<file path="config.mk">
export PLATFORM = sky130hd
export DESIGN_NAME = gpdpe_data_port
export DESIGN_NICKNAME = d
export VERILOG_FILES = /design/src/rtl/gpdpe_data_port.v
export VERILOG_INCLUDE_DIRS = /design/src /design/src/rtl
export SDC_FILE = /design/constraint.sdc
export NUM_CORES = 1
export LEC_CHECK = 0
export ABC_AREA = 1
export BUFFER_PORTS_ARGS = -buffer_cell sky130_fd_sc_hd__clkbuf_2
export CELL_PAD_IN_SITES_DETAIL_PLACEMENT = 0
export CELL_PAD_IN_SITES_GLOBAL_PLACEMENT = 1
export CORE_MARGIN = 4
export CORE_UTILIZATION = 30
export DETAILED_ROUTE_END_ITERATION = 10
export PLACE_DENSITY_LB_ADDON = 0.2
export SLEW_MARGIN = 20
export SYNTH_ARGS = -nofsm -noshare
export SYNTH_HDL_FRONTEND = slang
export SYNTH_SLANG_ARGS = --single-unit
</file>
<file path="constraint.sdc">
create_clock -name sys_clk -period 3 [get_ports sys_clk]
set_input_delay 0.45 -clock sys_clk [delete_from_list [all_inputs] [get_ports sys_clk]]
set_output_delay 0.45 -clock sys_clk [all_outputs]
set_load 0.1 [all_outputs]
</file>
<file path="src/rtl/gpdpe_consts.vh">
// Constants for the general-purpose data port: register indices, field widths, reset values.
// Assumes inclusion by the port's design file only.
`ifndef GPDPE_CONSTS_VH
`define GPDPE_CONSTS_VH

// ----------------------------------------
// Register map (word indices on the plain register port)
// ----------------------------------------
`define GPDPE_ADDR_W 4
`define GPDPE_IDX_DATA_HIGH 4'h0
`define GPDPE_IDX_DATA_LOW 4'h1
`define GPDPE_IDX_D_DATA_LOW 4'h2

// ----------------------------------------
// Widths and reset values
// ----------------------------------------
`define GPDPE_PINS_E 25
`define GPDPE_PINS_D 8
`define GPDPE_HIGH_BITS 9
`define GPDPE_HIGH_LSB 16
`define GPDPE_REG_W 16
`define GPDPE_RST_DATA_HIGH 16'h0000
`define GPDPE_RST_DATA_LOW 16'h0000
`define GPDPE_RST_D_DATA_LOW 16'h0000

`endif

</file>
<file path="src/rtl/gpdpe_data_port.v">
// Data registers of a 25-pin port plus the 8-pin companion port, with per-pin
// input/output/other-function behaviour and the watchdog power-on glitch cycle.
// Assumes pin modes come from outside, pin levels are synchronous to sys_clk.
//
// Contract
// The port has 25 two-way pins, each with one data bit split over a high and a low register.
// Low register bits 15..0 map to pins 15..0 and high register bits 8..0 to pins 24..16.
// Both data registers are 16 bits wide and readable and writable by software.
// For a pin in general output mode a written data bit is driven onto the pin at once.
// For a pin in output or other-function mode a read returns the stored bit, not the pin.
// For a pin in general input mode a read returns the sampled pin level.
// For a pin in input or other-function mode a write updates the stored bit but not the pin.
// High register bits 15..9 always read zero and software must write them as zero.
// The 8-pin companion port bits 7..0 follow the same read and write behaviour.
// After a watchdog power-on reset, other-function pins drive their data bits for one cycle.
// That one-cycle drive does not happen after a power-on reset from the external reset pin.
// Software must set the data bits of strobe pins to the strobe's inactive level.
// Each pin's mode comes from an outside selection: 0 input, 1 output, separate other flag.
`timescale 1ns/1ps
`include "gpdpe_consts.vh"

module gpdpe_data_port (
	input wire sys_clk,
	input wire rstn,
	input wire wdt_reset,
	input wire [`GPDPE_ADDR_W-1:0] addr,
	input wire [`GPDPE_REG_W-1:0] wdata,
	input wire wr,
	input wire rd,
	output reg [`GPDPE_REG_W-1:0] rdata,
	input wire [`GPDPE_PINS_E-1:0] pin_e_in,
	output reg [`GPDPE_PINS_E-1:0] pin_e_out,
	output reg [`GPDPE_PINS_E-1:0] pin_e_oe,
	input wire [`GPDPE_PINS_E-1:0] pin_e_dir,
	input wire [`GPDPE_PINS_E-1:0] pin_e_other,
	input wire [`GPDPE_PINS_E-1:0] pin_e_other_oe,
	input wire [`GPDPE_PINS_E-1:0] pin_e_other_out,
	input wire [`GPDPE_PINS_D-1:0] pin_d_in,
	output reg [`GPDPE_PINS_D-1:0] pin_d_out,
	output reg [`GPDPE_PINS_D-1:0] pin_d_oe,
	input wire [`GPDPE_PINS_D-1:0] pin_d_dir,
	input wire [`GPDPE_PINS_D-1:0] pin_d_other,
	input wire [`GPDPE_PINS_D-1:0] pin_d_other_oe,
	input wire [`GPDPE_PINS_D-1:0] pin_d_other_out
);

	// ----------------------------------------
	// Local constants
	// ----------------------------------------
	// Reset images are formed at register width and cut to the pin count on purpose.
	localparam [2*`GPDPE_REG_W-1:0] RST_E_WORD = {`GPDPE_RST_DATA_HIGH, `GPDPE_RST_DATA_LOW};
	localparam [`GPDPE_PINS_E-1:0] RST_E = RST_E_WORD[`GPDPE_PINS_E-1:0];
	localparam [`GPDPE_REG_W-1:0] RST_D_WORD = `GPDPE_RST_D_DATA_LOW;
	localparam [`GPDPE_PINS_D-1:0] RST_D = RST_D_WORD[`GPDPE_PINS_D-1:0];
	localparam HIGH_PAD_W = `GPDPE_REG_W - `GPDPE_HIGH_BITS;
	localparam D_PAD_W = `GPDPE_REG_W - `GPDPE_PINS_D;

	// One-hot states of the reset-cause tracker.
	localparam [1:0] ST_FIRST = 2'h1;
	localparam [1:0] ST_RUN = 2'h2;

	// One-hot register selects; an unmapped index selects nothing.
	localparam [2:0] SEL_NONE = 3'h0;
	localparam [2:0] SEL_HIGH = 3'h1;
	localparam [2:0] SEL_LOW = 3'h2;
	localparam [2:0] SEL_D = 3'h4;

	// ----------------------------------------
	// Storage
	// ----------------------------------------
	reg [`GPDPE_PINS_E-1:0] data_e_q;
	reg [`GPDPE_PINS_E-1:0] data_e_d;
	reg [`GPDPE_PINS_D-1:0] data_d_q;
	reg [`GPDPE_PINS_D-1:0] data_d_d;
	reg [`GPDPE_PINS_E-1:0] view_e;
	reg [`GPDPE_PINS_D-1:0] view_d;
	reg [`GPDPE_REG_W-1:0] rdata_d;
	reg [`GPDPE_PINS_E-1:0] pin_e_out_d;
	reg [`GPDPE_PINS_E-1:0] pin_e_oe_d;
	reg [`GPDPE_PINS_D-1:0] pin_d_out_d;
	reg [`GPDPE_PINS_D-1:0] pin_d_oe_d;
	reg [1:0] state_q;
	reg [1:0] state_d;
	reg glitch_d;
	wire [2:0] wr_sel;
	wire [2:0] rd_sel;
	integer i;
	integer k;
	integer m;
	integer n;

	// ----------------------------------------
	// Functions
	// ----------------------------------------
	// Word index to register select, shared by the write and the read path.
	function [2:0] reg_sel;
		input [`GPDPE_ADDR_W-1:0] a;
		begin
			case (a)
				`GPDPE_IDX_DATA_HIGH: begin
					reg_sel = SEL_HIGH;
				end
				`GPDPE_IDX_DATA_LOW: begin
					reg_sel = SEL_LOW;
				end
				`GPDPE_IDX_D_DATA_LOW: begin
					reg_sel = SEL_D;
				end
				default: begin
					reg_sel = SEL_NONE;
				end
			endcase
		end
	endfunction

	// Read value of one pin: pin level in input mode, stored bit otherwise.
	function rd_bit;
		input dir;
		input other;
		input stored;
		input level;
		begin
			rd_bit = (!other && !dir) ? level : stored;
		end
	endfunction

	// Drive value of one pin; the reset cycle replaces the other function's value.
	function drv_out;
		input other;
		input glitch;
		input stored;
		input other_out;
		begin
			if (other) begin
				drv_out = glitch ? stored : other_out;
			end else begin
				drv_out = stored;
			end
		end
	endfunction

	// Drive enable of one pin; a pin in input mode is never driven.
	function drv_oe;
		input other;
		input glitch;
		input dir;
		input other_oe;
		begin
			if (other) begin
				drv_oe = glitch | other_oe;
			end else begin
				drv_oe = dir;
			end
		end
	endfunction

	// ----------------------------------------
	// Reset cause
	// ----------------------------------------
	// The cause is looked at only at the first edge after release, so the asynchronous
	// reset branch loads constants alone and the drive cycle lasts exactly one clock.
	always @* begin
		state_d = state_q;
		glitch_d = 1'h0;
		case (state_q)
			ST_FIRST: begin
				state_d = ST_RUN;
				glitch_d = wdt_reset;
			end
			ST_RUN: begin
				state_d = ST_RUN;
			end
			default: begin
				state_d = ST_RUN;
			end
		endcase
	end

	always @(posedge sys_clk or negedge rstn) begin
		if (!rstn) begin
			state_q <= ST_FIRST;
		end else begin
			state_q <= state_d;
		end
	end

	// ----------------------------------------
	// Register writes
	// ----------------------------------------
	// Writes always store whatever the mode; only the pin and read paths look at the mode.
	assign wr_sel = wr ? reg_sel(addr) : SEL_NONE;

	always @* begin
		data_e_d = data_e_q;
		if (wr_sel == SEL_HIGH) begin
			data_e_d[`GPDPE_PINS_E-1:`GPDPE_HIGH_LSB] = wdata[`GPDPE_HIGH_BITS-1:0];
		end
		if (wr_sel == SEL_LOW) begin
			data_e_d[`GPDPE_HIGH_LSB-1:0] = wdata;
		end
	end

	always @* begin
		data_d_d = data_d_q;
		if (wr_sel == SEL_D) begin
			data_d_d = wdata[`GPDPE_PINS_D-1:0];
		end
	end

	// ----------------------------------------
	// Read data
	// ----------------------------------------
	// Input pins are read live, so their levels must already be synchronous to sys_clk.
	assign rd_sel = rd ? reg_sel(addr) : SEL_NONE;

	always @* begin
		view_e = {`GPDPE_PINS_E{1'h0}};
		for (i = 0; i < `GPDPE_PINS_E; i = i + 1) begin
			view_e[i] = rd_bit(pin_e_dir[i], pin_e_other[i], data_e_q[i], pin_e_in[i]);
		end
	end

	always @* begin
		view_d = {`GPDPE_PINS_D{1'h0}};
		for (k = 0; k < `GPDPE_PINS_D; k = k + 1) begin
			view_d[k] = rd_bit(pin_d_dir[k], pin_d_other[k], data_d_q[k], pin_d_in[k]);
		end
	end

	always @* begin
		rdata_d = {`GPDPE_REG_W{1'h0}};
		case (rd_sel)
			SEL_HIGH: begin
				rdata_d = {{HIGH_PAD_W{1'h0}}, view_e[`GPDPE_PINS_E-1:`GPDPE_HIGH_LSB]};
			end
			SEL_LOW: begin
				rdata_d = view_e[`GPDPE_HIGH_LSB-1:0];
			end
			SEL_D: begin
				rdata_d = {{D_PAD_W{1'h0}}, view_d};
			end
			default: begin
				rdata_d = {`GPDPE_REG_W{1'h0}};
			end
		endcase
	end

	// ----------------------------------------
	// Pin drive
	// ----------------------------------------
	// Computed from next-state data so a written level reaches the pin with the stored bit.
	always @* begin
		pin_e_out_d = {`GPDPE_PINS_E{1'h0}};
		pin_e_oe_d = {`GPDPE_PINS_E{1'h0}};
		for (m = 0; m < `GPDPE_PINS_E; m = m + 1) begin
			pin_e_out_d[m] = drv_out(pin_e_other[m], glitch_d, data_e_d[m],
				pin_e_other_out[m]);
			pin_e_oe_d[m] = drv_oe(pin_e_other[m], glitch_d, pin_e_dir[m],
				pin_e_other_oe[m]);
		end
	end

	always @* begin
		pin_d_out_d = {`GPDPE_PINS_D{1'h0}};
		pin_d_oe_d = {`GPDPE_PINS_D{1'h0}};
		for (n = 0; n < `GPDPE_PINS_D; n = n + 1) begin
			pin_d_out_d[n] = drv_out(pin_d_other[n], glitch_d, data_d_d[n],
				pin_d_other_out[n]);
			pin_d_oe_d[n] = drv_oe(pin_d_other[n], glitch_d, pin_d_dir[n],
				pin_d_other_oe[n]);
		end
	end

	// ----------------------------------------
	// Registers
	// ----------------------------------------
	always @(posedge sys_clk or negedge rstn) begin
		if (!rstn) begin
			data_e_q <= RST_E;
			data_d_q <= RST_D;
		end else begin
			data_e_q <= data_e_d;
			data_d_q <= data_d_d;
		end
	end

	always @(posedge sys_clk or negedge rstn) begin
		if (!rstn) begin
			rdata <= {`GPDPE_REG_W{1'h0}};
		end else begin
			rdata <= rdata_d;
		end
	end

	always @(posedge sys_clk or negedge rstn) begin
		if (!rstn) begin
			pin_e_out <= {`GPDPE_PINS_E{1'h0}};
			pin_e_oe <= {`GPDPE_PINS_E{1'h0}};
		end else begin
			pin_e_out <= pin_e_out_d;
			pin_e_oe <= pin_e_oe_d;
		end
	end

	always @(posedge sys_clk or negedge rstn) begin
		if (!rstn) begin
			pin_d_out <= {`GPDPE_PINS_D{1'h0}};
			pin_d_oe <= {`GPDPE_PINS_D{1'h0}};
		end else begin
			pin_d_out <= pin_d_out_d;
			pin_d_oe <= pin_d_oe_d;
		end
	end

endmodule

</file>
======== Word level (Yosys, flattened, before mapping) ========
Cells that the tools add are included.
storage, ports and cells
  flip-flop bits (word level) ............. 117
  input bits .............................. 190
  output and inout bits ................... 82
  logic and storage cells ................. 290
operators by class
  equal/unequal tests ..................... 9
  multiplexer cells ....................... 140
  bitwise gates (word level) .............. 33
  reductions and logical operators ........ 100
operators by type and width
  kind                  number
  $mux W1               133
  $logic_not A1 Y1      66
  $pmux W16 S3          1
  $logic_and A1 B1 Y1   33
  $or A1 B1 Y1          33
  $mux W16              1
  $mux W9               1
  $pmux W3 S3           1
  $mux W8               1
  $eq A3 B1 Y1 const B  2
  $eq A3 B2 Y1 const B  2
  $eq A3 B3 Y1 const B  2
  $mux W3               2
  $eq A4 B1 Y1 const B  1
  $eq A4 B2 Y1 const B  1
  $logic_not A4 Y1      1
  $eq A2 B1 Y1 const B  1

======== Logic depth before layout (Yosys ltp) ========
  depth in word-level cells ............... 7
  depth in mapped cells ................... 7
  gate-level depth less buffers ........... 6

======== Worst setup path after synthesis ========
No wires, ideal clock.
  path kind ............................... input-to-reg
  from .................................... input port wr
  to ...................................... register data_d_q[0]
  library setup time ...................... 0.119 ns
  arrival ................................. 1.227 ns
  required time ........................... 2.881 ns
  slack ................................... 1.654 ns
  stages .................................. 4
  path buffers ............................ 2
  path through ............................ buf_2 -> clkbuf_1 -> nand4_1 -> and2_1
between the ends
  word-level cells in the longest chain between the ends .. 3
ends and longest elaborated chain
  element                 RTL line               RTL
  start: declaration      gpdpe_data_port.v:28   input wire wr,
  $mux W3                 gpdpe_data_port.v:191  assign wr_sel = wr ? reg_sel(addr) : SEL_NONE;
  $eq A3 B3 Y1            gpdpe_data_port.v:205  if (wr_sel == SEL_D) begin
  $mux W8                 gpdpe_data_port.v:205
  named net data_d_d[0]   gpdpe_data_port.v:74   reg [`GPDPE_PINS_D-1:0] data_d_d;
  end signal: assignment  gpdpe_data_port.v:283  data_d_q <= data_d_d;
  end: declaration        gpdpe_data_port.v:73   reg [`GPDPE_PINS_D-1:0] data_d_q;
The timed path passes the listed nets, and every way through them passes these cells.

======== Final worst setup path ========
  from .................................... register rdata[8]
  to ...................................... output port rdata[8]
RTL lines
  element                   RTL line               RTL
  start: declaration        gpdpe_data_port.v:30   output reg [`GPDPE_REG_W-1:0] rdata,
  start signal: assignment  gpdpe_data_port.v:289  rdata <= {`GPDPE_REG_W{1'h0}};
  start signal: assignment  gpdpe_data_port.v:291  rdata <= rdata_d;
No word-level cell between the ends.

==> flow_summary.json <==
{
  "status": "complete, no violations",
  "core_region_area_mm2": 0.0173,
  "cts_buffer_depth": 2,
  "min_period_over_period_pct": 56.9,
  "synth_top_cell_area_share_pct": 54.7,
  "grt_pass1_wl_um": 28100,
  "slowest_stage": "clkbuf_2",
  "min_path_type": "primary input to asynchronous set/reset pin",
  "ys_ff_latch": 117,
  "max_clock_freq_mhz": 586,
  "start_util_pct": 30.7,
  "synth_warnings": 0,
  "dieWidth_um": 141,
  "cp_top_family": "buffers and inverters",
  "grt_pass1_vias": 5201,
  "via_per_inst": 4.46,
  "crit_required_ns": 2.55,
  "place_hpwl_um": 14500,
  "synth_seq_area_share_pct": 55.2,
  "peakVddDrop_v": 0.000396,
  "synth_fp_nets": 831,
  "synth_cell_types": 23,
  "drc": 0,
  "synth.area.top_cells": "dfrtp_1, nand2_1, nor2_1",
  "setup_viol": 0,
  "htree_num_levels": 4,
  "clk_pin_slew_ns": 0.05,
  "syn_inst": 641,
  "place_ws_ns": 1.11,
  "start_kind": "flop",
  "num_rows": 48,
  "cts_made_buffers": 17,
  "final_util_pct": 43.5,
  "grt_max_degree": 51,
  "path_class": "flop to output pin",
  "cp_cell_sequence": "clkbuf_2",
  "ant_nets": 0,
  "grtUsageTotal_pct": 18.6,
  "post_cts_buffers": 0,
  "cpPeakStageDelay_ns": 0.47,
  "cp_data_arrival_time_ns": 1.26,
  "worst_clock_skew_ns": 0.00407,
  "worst_pin_slew_ns": 0.683,
  "drt_iter0_drc": 164,
  "areaGrowthSynthToFinish_pct": 41.8,
  "cts.sinks": 117,
  "fillCellCount": 1804,
  "grt.overflow.total": 0,
  "place_congestion": 0.815,
  "finalPower_w": 0.00540,
  "first_pass_iters": 4,
  "power.leakage_nw": 4.08,
  "synth_top_cell_by_area": "dfrtp_1",
  "cts_tree": "yes",
  "antenna_found_initial": 0,
  "io_pins": 272,
  "via_count": 5169,
  "wl_per_cell_um": 15.7,
  "antenna_cells": 0,
  "cts_resized": 0,
  "drt-total-wl_um": 18200,
  "cp.buffers_inverters": 1,
  "grt_setup_unrepaired": "no",
  "syn_avg_cell_area_um2": 8.27,
  "hold_viol": 0,
  "cts_hold_buf": 0,
  "fin_crit_ns": 1.71,
  "path_max_fanout": 1,
  "drv_cap": 0,
  "crit_path_end_kind": "output pin",
  "clock_latency_ns": 0.41,
  "synth.cell_area_mm2": 0.00530,
  "nNetsFinal": 1111,
  "tns_ns": 0,
  "cts_root_buffer": "clkbuf_16",
  "die-area_mm2": 0.0199,
  "numPortBuffers": 271,
  "worst_hold_slack_ns": 0.0580,
  "fin_ws_ns": 1.29,
  "drv_slew": 0,
  "fp.dieH_um": 141,
  "relSlewSlack_pct": 54.5,
  "layout-drive-gt1-share_pct": 34.5,
  "power_density_mw_per_mm2": 718
}
==> final cells by class <==
cell class / count / area [um2] / area share [%]
Clock inverter: 8 / 97.6 / 1.30
Timing Repair Buffer: 279 / 1430 / 19.0
Multi-Input combinational cell: 453 / 2090 / 27.8
Clock buffer: 24 / 492 / 6.54
Tap cell: 225 / 282 / 3.75
Sequential cell: 117 / 2930 / 39.0
Inverter: 53 / 199 / 2.65
==> cells in the mapped netlist, drive strengths merged <==
library cell and instances:
and2 33, a21oi 7, conb 2, o21ai 26
dfstp 1, clkbuf 5, inv 53, nand4 33
dfrtp 116, nand3 78, nor2 119, buf 13
nand2 154, nand3b 1
==> cell families (layout without fill, tap and decap cells) <==
kind of cell | Yosys count | after routing | synth area share [%]
buf+inv | 71 | 364 | 5.40
flops | 117 | 117 | 55.2
compound gates | 33 | 33 | 3.11
other cells | 2 | 2 | 0.142
simple gates | 418 | 418 | 36.1
==> power breakdown <==
group	switching (W)	internal (W)
clock	0.000711	0.00131
sequential	0.0000520	0.00178
combinational	0.00122	0.000335
total	0.00198	0.00342
==> cell usage in the layout, fill, tap and decap left out, drive strengths merged <==
| cell type | instances |
|---|---|
| and2 | 33 |
| dfstp | 1 |
| nand3 | 78 |
| nand3b | 1 |
| conb | 2 |
| clkinvlp | 3 |
| inv | 53 |
| clkinv | 3 |
| clkbuf | 294 |
| nand2 | 154 |
| o21ai | 26 |
| bufinv | 2 |
| dfrtp | 116 |
| buf | 9 |
| nand4 | 33 |
| a21oi | 7 |
| nor2 | 119 |
==> through the flow <==
stage / std cells / area (um2)
6_report: 1159 / 7520
3_3_place_gp: 1127 / 6930
3_5_place_dp: 1127 / 6930
5_1_grt: 1159 / 7520
2_1_floorplan: 641 / 5300
4_1_cts: 1159 / 7520
==> path summary, 6_finish.rpt <==
| path | from | to | slack, ns | cells past startpoint |
|---|---|---|---|---|
| min reg2reg | data_e_q[4] | pin_e_out[4] | 0.57 | 4 |
| min | rstn | pin_e_oe[18] | 0.06 | 1 |
| min in group sys_clk | pin_e_other_oe[16] | pin_e_oe[16] | 0.26 | 3 |
| max in group asynchronous | rstn | data_e_q[1] | 2.12 | 2 |
| max reg2reg | state_q[0] | pin_e_oe[8] | 1.76 | 5 |
| max | rdata[8] | rdata[8] | 1.29 | 1 |
==> metal layers <==
| layer | vias up | wire length, um | GRT usage [%] |
|---|---|---|---|
| met2 | 162 | 8940 | 31.2 |
| met4 | 0 | 314 | 5.46 |
| met1 | 2374 | 7890 | 23.3 |
| li1 | 2612 | - | - |
| met3 | 21 | 1090 | 5.53 |
| met5 | - | 0 | 0 |
==> sequential cells by signal (all words and copies together) (netlist names) <==
register and count:
data_e_q 25, pin_e_oe 25, pin_e_out 25, rdata 16, data_d_q 8, pin_d_oe 8
pin_d_out 8, state_q 2
Power figures use the tool's default switching activity.
